File: src/logic/asc_pkg.sv
/*
  Constants for the step-six configuration register of the auxiliary
  converter sequencer: address, reset value, field positions, codes.
  Assumes a 32-bit APB register bus with byte addresses.
*/
package asc_pkg;
  // ----------------------------------------
  // Register map
  // ----------------------------------------
  localparam logic [7:0] ASC_STEP6_CFG_IDX = 8'h96;
  localparam logic [11:0] ASC_STEP6_CFG_ADDR = 12'h258; // Index times four
  localparam logic [15:0] ASC_STEP6_CFG_RESET = 16'h0006;
  localparam logic [15:0] ASC_STEP6_CFG_WMASK = 16'he01f;
  localparam logic [7:0] ASC_STATUS_IDX = 8'h98;
  localparam logic [11:0] ASC_STATUS_ADDR = 12'h260; // Index times four
  // ----------------------------------------
  // Field positions
  // ----------------------------------------
  localparam int ASC_EN_BIT = 15;
  localparam int ASC_GAIN_HI = 14;
  localparam int ASC_GAIN_LO = 13;
  localparam int ASC_NEG_BIT = 4;
  localparam int ASC_POS_HI = 3;
  localparam int ASC_POS_LO = 0;
  // ----------------------------------------
  // Codes
  // ----------------------------------------
  localparam logic [1:0] ASC_GAIN_X1 = 2'h0;
  localparam logic [1:0] ASC_GAIN_X2 = 2'h1;
  localparam logic [2:0] ASC_GAIN_ONE = 3'h1;
  localparam logic [2:0] ASC_GAIN_TWO = 3'h2;
  localparam logic [2:0] ASC_GAIN_FOUR = 3'h4;
  localparam logic [3:0] ASC_POS_TEMP = 4'h8;
  localparam logic [3:0] ASC_POS_SHORT = 4'h9;
  localparam logic [3:0] ASC_POS_DAC = 4'ha;
  localparam logic [3:0] ASC_POS_SUPPLY = 4'hb;
  // Source class one-hot: external, temp, short, dac, supply
  localparam logic [4:0] ASC_SRC_EXT = 5'h01;
  localparam logic [4:0] ASC_SRC_TEMP = 5'h02;
  localparam logic [4:0] ASC_SRC_SHORT = 5'h04;
  localparam logic [4:0] ASC_SRC_DAC = 5'h08;
  localparam logic [4:0] ASC_SRC_SUPPLY = 5'h10;
  // Negative input: 0 ground, 1 input seven, 2 automatic
  localparam logic [1:0] ASC_NEG_GND = 2'h0;
  localparam logic [1:0] ASC_NEG_IN7 = 2'h1;
  localparam logic [1:0] ASC_NEG_AUTO = 2'h2;
  localparam logic [2:0] ASC_STEP_SIX = 3'h6;
endpackage

File: src/logic/asc_step6_cfg.sv
/*
  Step-six configuration register of the auxiliary converter sequencer,
  with an APB slave and the decode that applies the step's selections.
  Assumes the sequencer presents its current step number and a start
  strobe on the same clock.
*/
`timescale 1ns/1ps
`default_nettype none
// Summary of operation
// - register at 96h, resets to 0006h
// - bit 15 enables step six
// - gain 00 one, 01 two, else four
// - bit 4 picks ground or input seven
// - codes 0 to 7 pick external inputs
// - 8 temperature sensor, 9 internal short
// - code 10 routes test DAC
// - codes 11 to 15 pick supply monitors
// - internal codes choose negative input automatically
module asc_step6_cfg (
  input wire logic mclk,
  input wire logic arst_n,
  input wire logic psel,
  input wire logic penable,
  input wire logic pwrite,
  input wire logic [11:0] paddr,
  input wire logic [31:0] pwdata,
  output logic [31:0] prdata,
  output logic pready,
  output logic pslverr,
  input wire logic [2:0] seq_step,
  input wire logic seq_start,
  output logic conv_start,
  output logic step_skip,
  output logic [2:0] conv_gain,
  output logic [4:0] conv_src,
  output logic [3:0] conv_pos,
  output logic [1:0] conv_neg
);
  import asc_pkg::*;

  // ----------------------------------------
  // Configuration register
  // ----------------------------------------
  logic [15:0] cfg_reg;
  logic [31:0] prdata_next;
  logic err_next;
  logic [7:0] conv_count_reg;
  logic [7:0] skip_count_reg;
  logic access;
  logic wr_cfg;
  logic [2:0] gain_next;
  logic [4:0] src_next;
  logic [1:0] neg_next;
  logic [3:0] pos_sel;

  assign access = psel && penable && !pready;
  assign wr_cfg = psel && penable && pready && pwrite && paddr == ASC_STEP6_CFG_ADDR;
  assign pos_sel = cfg_reg[ASC_POS_HI:ASC_POS_LO];

  always_ff @(posedge mclk or negedge arst_n) begin
    if (!arst_n) begin
      cfg_reg <= ASC_STEP6_CFG_RESET;
    end else if (wr_cfg) begin
      cfg_reg <= pwdata[15:0] & ASC_STEP6_CFG_WMASK;
    end
  end

  // ----------------------------------------
  // APB answer, one wait state
  // ----------------------------------------
  always_comb begin
    prdata_next = 32'h0000_0000;
    err_next = 1'b0;
    if (paddr == ASC_STEP6_CFG_ADDR) begin
      prdata_next = {16'h0000, cfg_reg};
    end else if (paddr == ASC_STATUS_ADDR) begin
      prdata_next = {16'h0000, skip_count_reg, conv_count_reg};
      err_next = pwrite;
    end else begin
      err_next = 1'b1;
    end
  end

  always_ff @(posedge mclk or negedge arst_n) begin
    if (!arst_n) begin
      pready <= 1'b0;
      prdata <= 32'h0000_0000;
      pslverr <= 1'b0;
    end else begin
      pready <= access;
      pslverr <= access && err_next;
      if (access && !pwrite) begin
        prdata <= prdata_next;
      end
    end
  end

  // ----------------------------------------
  // Selection decode
  // ----------------------------------------
  always_comb begin
    case (cfg_reg[ASC_GAIN_HI:ASC_GAIN_LO])
      ASC_GAIN_X1: gain_next = ASC_GAIN_ONE;
      ASC_GAIN_X2: gain_next = ASC_GAIN_TWO;
      default: gain_next = ASC_GAIN_FOUR;
    endcase
    if (pos_sel < ASC_POS_TEMP) begin
      src_next = ASC_SRC_EXT;
    end else if (pos_sel == ASC_POS_TEMP) begin
      src_next = ASC_SRC_TEMP;
    end else if (pos_sel == ASC_POS_SHORT) begin
      src_next = ASC_SRC_SHORT;
    end else if (pos_sel == ASC_POS_DAC) begin
      src_next = ASC_SRC_DAC;
    end else begin
      src_next = ASC_SRC_SUPPLY;
    end
    if (pos_sel >= ASC_POS_TEMP) begin
      neg_next = ASC_NEG_AUTO;
    end else if (cfg_reg[ASC_NEG_BIT]) begin
      neg_next = ASC_NEG_IN7;
    end else begin
      neg_next = ASC_NEG_GND;
    end
  end

  // ----------------------------------------
  // Step application
  // ----------------------------------------
  always_ff @(posedge mclk or negedge arst_n) begin
    if (!arst_n) begin
      conv_start <= 1'b0;
      step_skip <= 1'b0;
      conv_gain <= ASC_GAIN_ONE;
      conv_src <= ASC_SRC_EXT;
      conv_pos <= 4'h0;
      conv_neg <= ASC_NEG_GND;
    end else begin
      conv_start <= seq_start && seq_step == ASC_STEP_SIX && cfg_reg[ASC_EN_BIT];
      step_skip <= seq_start && seq_step == ASC_STEP_SIX && !cfg_reg[ASC_EN_BIT];
      if (seq_start && seq_step == ASC_STEP_SIX && cfg_reg[ASC_EN_BIT]) begin
        conv_gain <= gain_next;
        conv_src <= src_next;
        conv_pos <= pos_sel;
        conv_neg <= neg_next;
      end
    end
  end

  always_ff @(posedge mclk or negedge arst_n) begin
    if (!arst_n) begin
      conv_count_reg <= 8'h00;
      skip_count_reg <= 8'h00;
    end else begin
      if (conv_start) begin
        conv_count_reg <= conv_count_reg + 8'h01;
      end
      if (step_skip) begin
        skip_count_reg <= skip_count_reg + 8'h01;
      end
    end
  end
endmodule
`default_nettype wire

File: config.mk
export PLATFORM = sky130hd
export DESIGN_NAME = asc_step6_cfg
export DESIGN_NICKNAME = d
export VERILOG_FILES = /design/src/logic/asc_pkg.sv /design/src/logic/asc_step6_cfg.sv
export SDC_FILE = /design/constraint.sdc
export NUM_CORES = 1
export LEC_CHECK = 0
export ABC_CLOCK_PERIOD_IN_PS = 2200
export BUFFER_PORTS_ARGS = -buffer_cell sky130_fd_sc_hd__buf_2
export CORE_MARGIN = 1.5
export CORE_UTILIZATION = 48
export CTS_CLUSTER_SIZE = 12
export DETAILED_ROUTE_END_ITERATION = 10
export PLACE_DENSITY = 0.77
export SYNTH_ARGS = -nofsm -noshare
export SYNTH_HDL_FRONTEND = slang
export SYNTH_SLANG_ARGS = --single-unit
File: constraint.sdc
create_clock -name mclk -period 2.2 [get_ports mclk]
set_input_delay 0.22 -clock mclk [delete_from_list [all_inputs] [get_ports mclk]]
set_output_delay 0.22 -clock mclk [all_outputs]
set_load 0.02 [all_outputs]
After elaboration in Yosys (flattened, before gate mapping)
Cells that the tools add are included.
- logic and storage cells: 48
- output and inout port bits: 50
- input port bits: 53
- bits in registers: 74
- reduce and logical (&&, ||, !) cells: 14
- add/sub/neg operators: 2
- muxes and demuxes: 11
- magnitude comparators: 2
- eq/ne operators: 7
- operator list (operator ; number):
    $mux W32 ; 1
    $eq A12 B10 Y1 const B ; 2
    $mux W5 ; 4
    $add A8 B1 Y8 const B ; 2
    $mux W16 ; 1
    $eq A4 B4 Y1 const B ; 3
    $logic_and A1 B1 Y1 ; 10
    $pmux W3 S2 ; 1
    $ge A4 B4 Y1 const B ; 1
    $lt A4 B4 Y1 const B ; 1
    $eq A3 B3 Y1 const B ; 1
    $logic_not A1 Y1 ; 3
    $mux W1 ; 3
    $eq A2 B1 Y1 const B ; 1
    $logic_not A2 Y1 ; 1
    $mux W2 ; 1

Longest topological paths before layout
- depth after elaboration: 5
- depth in mapped cells: 6
- depth with buffers taken out: 5

Least setup slack after synthesis
OpenSTA, ideal clock, no wires.
- path kind: register to register
- from: register pready
- to: register prdata[4]
- setup time: 0.126 ns
- stages on the path, launching flop included: 6
- path buffers: 2
- arrival time: 1.536 ns
- period minus slack after synthesis: 1.662 ns
- data required time: 2.074 ns
- path slack: 0.538 ns
- cells stage by stage: dfrtp_1 -> or3_4 -> buf_6 -> buf_6 -> and2_2 -> a221o_1
- cells in the longest elaborated chain, start to end: 3
- ends and longest elaborated chain (element ; RTL line ; text):
    start, declared ; asc_step6_cfg.sv:28 ; output logic pready,
    start signal, assigned ; asc_step6_cfg.sv:90 ; pready <= access;
    $logic_not A1 Y1 ; asc_step6_cfg.sv:56 ; assign access = psel && penable && !pready;
    $logic_and A1 B1 Y1 ; asc_step6_cfg.sv:56 ;
    $logic_and A1 B1 Y1 ; asc_step6_cfg.sv:92 ; if (access && !pwrite) begin
    end signal, assigned ; asc_step6_cfg.sv:93 ; prdata <= prdata_next;
    end, declared ; asc_step6_cfg.sv:27 ; output logic [31:0] prdata,
No other way between the ends.
A chain may end at the register's enable or synchronous reset.

Worst setup path after layout
- from: register pready
- to: register prdata[13]
The elaborated chain is that of the path after synthesis.

==> results.yml <==
run_status:
  status: "completed"
hold_path:
  hold_path.class: "input pin to asynchronous set/reset pin"
layout:
  fillers: 453
  largest_register_ffs: 16
  post_route_cells_drive_above_1_share_pct: 41.37
  post-route-util_pct: 59.60
  diodes: 0
  nNetsFinal: 328
  synthToLayoutAreaGrowth_pct: 19.56
  regMostFlops: "prdata"
power:
  peakVddDrop_v: 0.0004371
  leakagePower_uw: 0.001636
  p_sw_uw: 515.4
  switching_share_pct: 23.72
  clock_power_share_pct: 40.5
  p_per_area_mw_per_mm2: 713.7
  power_uw: 2173
  p_int_uw: 1657
  p_seq_share_pct: 53.1
  comb_power_share_pct: 6.5
synth:
  mappedNetlistArea_mm2: 0.002546
  synth_warnings: 0
  synth_top_area_share_pct: 53.07
  synth_seq_area_share_pct: 57.20
  yosysUniqueCellTypes: 39
  ys.flop_type: "dfrtp_1"
  yosysTopAreaCell: "dfrtp_1"
  synth_edf_count: 0
  ys_seq_elements: 58
  synth_cells: 203
  synthArstFlopShare_pct: 100.0
  yosys-top-cells-area: "dfrtp_1, mux2_2, buf_4"
  synth.avg_cell_area_um2: 12.54
global_route:
  busiest_layer: "met2"
  grt_pass1_vias: 1638
  grt_pass1_wl_um: 7859
  grt.met1_usage_pct: 24.98
  grt_use_total_pct: 19.27
  gr-total-overflow: 0
  grt_max_degree: 59
  antenna_found_initial: 0
  use_met3_pct: 6.217
  grt_use_met2_pct: 28.99
timing:
  fin_crit_sh_pct: 72.42
  fmax_ghz: 0.6276
  hold_ws_ps: 25.19
  rsz0062_at_grt: "false"
  min_period_ps: 1593
  tns_ps: 0
  finClkSkew_ps: 7.207
  finalHoldViolCount: 0
  maxSlewHeadroom_pct: 51.32
  tightest_slew_ps: 728.5
  slew_violations: 0
  setup_viol: 0
placed_design:
  dp_hpwl_um: 3326
  io_buffer_count: 62
  place_congestion: 0.7782
cts:
  cts.sinks: 58
  clock_latency_ps: 330
  ctsHoldBuffers: 0
  cts_buffer_depth: 2
  cts_tree: "done"
  root_buffer: "clkbuf_8"
  htreeDepth: 3
  numCtsBuffers: 9
  cts_repair_resize_count: 0
  clkTransAtPathRegs_ps: 60
  postCtsSetupBuffers: 0
worst_setup_path:
  crit_path_max_fanout: 18
  crit_path_start_kind: "flop"
  worstSetupEndpointType: "flop"
  critPathSlowestCell: "or3_4"
  path_class: "flop to flop"
  crit_family: "simple AND/OR/NAND/NOR gates"
  crit_arrival_ps: 1860
  crit_start: "pready"
  reg2reg_from: "pready"
  cp.required_ps: 2460
  path_cells: "or3_4 > nor4_4 > buf_4 > a221o_2"
  critical_path_buf_inv_count: 1
  cpPeakStageDelay_ps: 510
drt:
  route.detailed.drc: 0
  num_vias: 1721
  vias_per_cell: 4.945
  firstDrtPassIters: 4
  wirelength_um: 4771
  drtIter0Drc: 110
  drtAntennaViolNets: 0
  wl_per_cell_um: 13.71
die:
  coreArea_mm2: 0.005107
  die_height_um: 75.83
  start_util_pct: 49.85
  die_area_mm2: 0.005750
  num_io_pins: 103
  num_rows: 26
  die_x_um: 75.83
run:
  max-cap-violations: 0
## kinds of logic after synthesis
logic type / count (synthesis) / synth area share [%]
AND/OR/NAND/NOR: 67 / 15.77
AO/OA/AOI/OAI: 26 / 8.846
adder cells (fa/ha/maj): 2 / 0.9826
buffers and inverters: 22 / 6.487
other: 1 / 0.1473
multiplexers: 13 / 5.749
flip-flops: 58 / 57.20
XOR/XNOR: 14 / 4.815
## power groups by stage
stage / Combinational (uW) / Clock [uW] / Sequential [uW]
finish: 140 / 879 / 1150
global route: 159 / 960 / 1160
CTS: 143 / 900 / 1150
detailed placement: 143 / 0 / 1170
global placement: 140 / 0 / 1170
floorplan: 104 / 0 / 1160
## area by class of cell
type                       instances  area, um2  area share (%)
clock inverter                     2      10.01          0.3288
inverter                           1      3.754          0.1233
clock buffer                      14      172.7           5.672
tap                               70      87.58           2.877
multi-input combinational        138      980.9           32.22
sequential                        58       1456           47.84
timing repair buffer              65      332.8           10.93
## synthesized netlist by cell type (2+ instances only)
cell      instances
and3_1            3
nor2_1            7
ha_1              2
o21ai_0           6
and2_0            6
buf_4            16
xnor2_1          10
a221o_1           2
nand2b_1          3
mux2_2           13
xor2_1            4
dfstp_2           4
nand2_1          28
nand4_1           6
clkbuf_1          2
dfrtp_1          54
a22o_2            5
a221o_2           6
a22o_1            3
buf_6             3
and2_2            2
## worst reg2reg max path, cell delays in order, from the launching register on
cell	delay, ps
dfrtp_1	400
or3_4	510
nor4_4	150
buf_4	260
a221o_2	200
## cells in the final DEF, fill, tap and decap left out, types with 7 or more instances in the layout
master and instances:
conb_1 16, clkbuf_8 12, buf_2 62, mux2_2 13, xnor2_1 10, dfrtp_1 54
nand2_1 28, nor2_1 7
## per-layer routing
| metal | vias up | routed length, um |
|---|---|---|
| met3 | 8 | 235 |
| met4 | 0 | 97 |
| met2 | 55 | 2301 |
| li1 | 824 | - |
| met5 | - | 0 |
| met1 | 834 | 2137 |
## stage by stage
| stage | worst slack, ps | instance area [um2] | std cells |
|---|---|---|---|
| detailed placement | 332.5 | 2861 | 332 |
| global route | 545.4 | 3044 | 348 |
| CTS | 591.3 | 3044 | 348 |
| global placement | 416.5 | 2861 | 332 |
| floorplan | 537.8 | 2603 | 218 |
| finish | 606.7 | 3044 | 348 |
## worst paths after layout
kind,to,slack (ps),depth (start not counted)
setup / recovery,prdata[13],610,4
hold / removal,conv_pos[1],30,2
setup reg to reg,prdata[13],610,4
hold reg to reg,conv_count_reg[7],470,1
max in group asynchronous,cfg_reg[13],1710,2
min in group mclk,cfg_reg[1],130,2
Power figures use the tool's default switching activity.
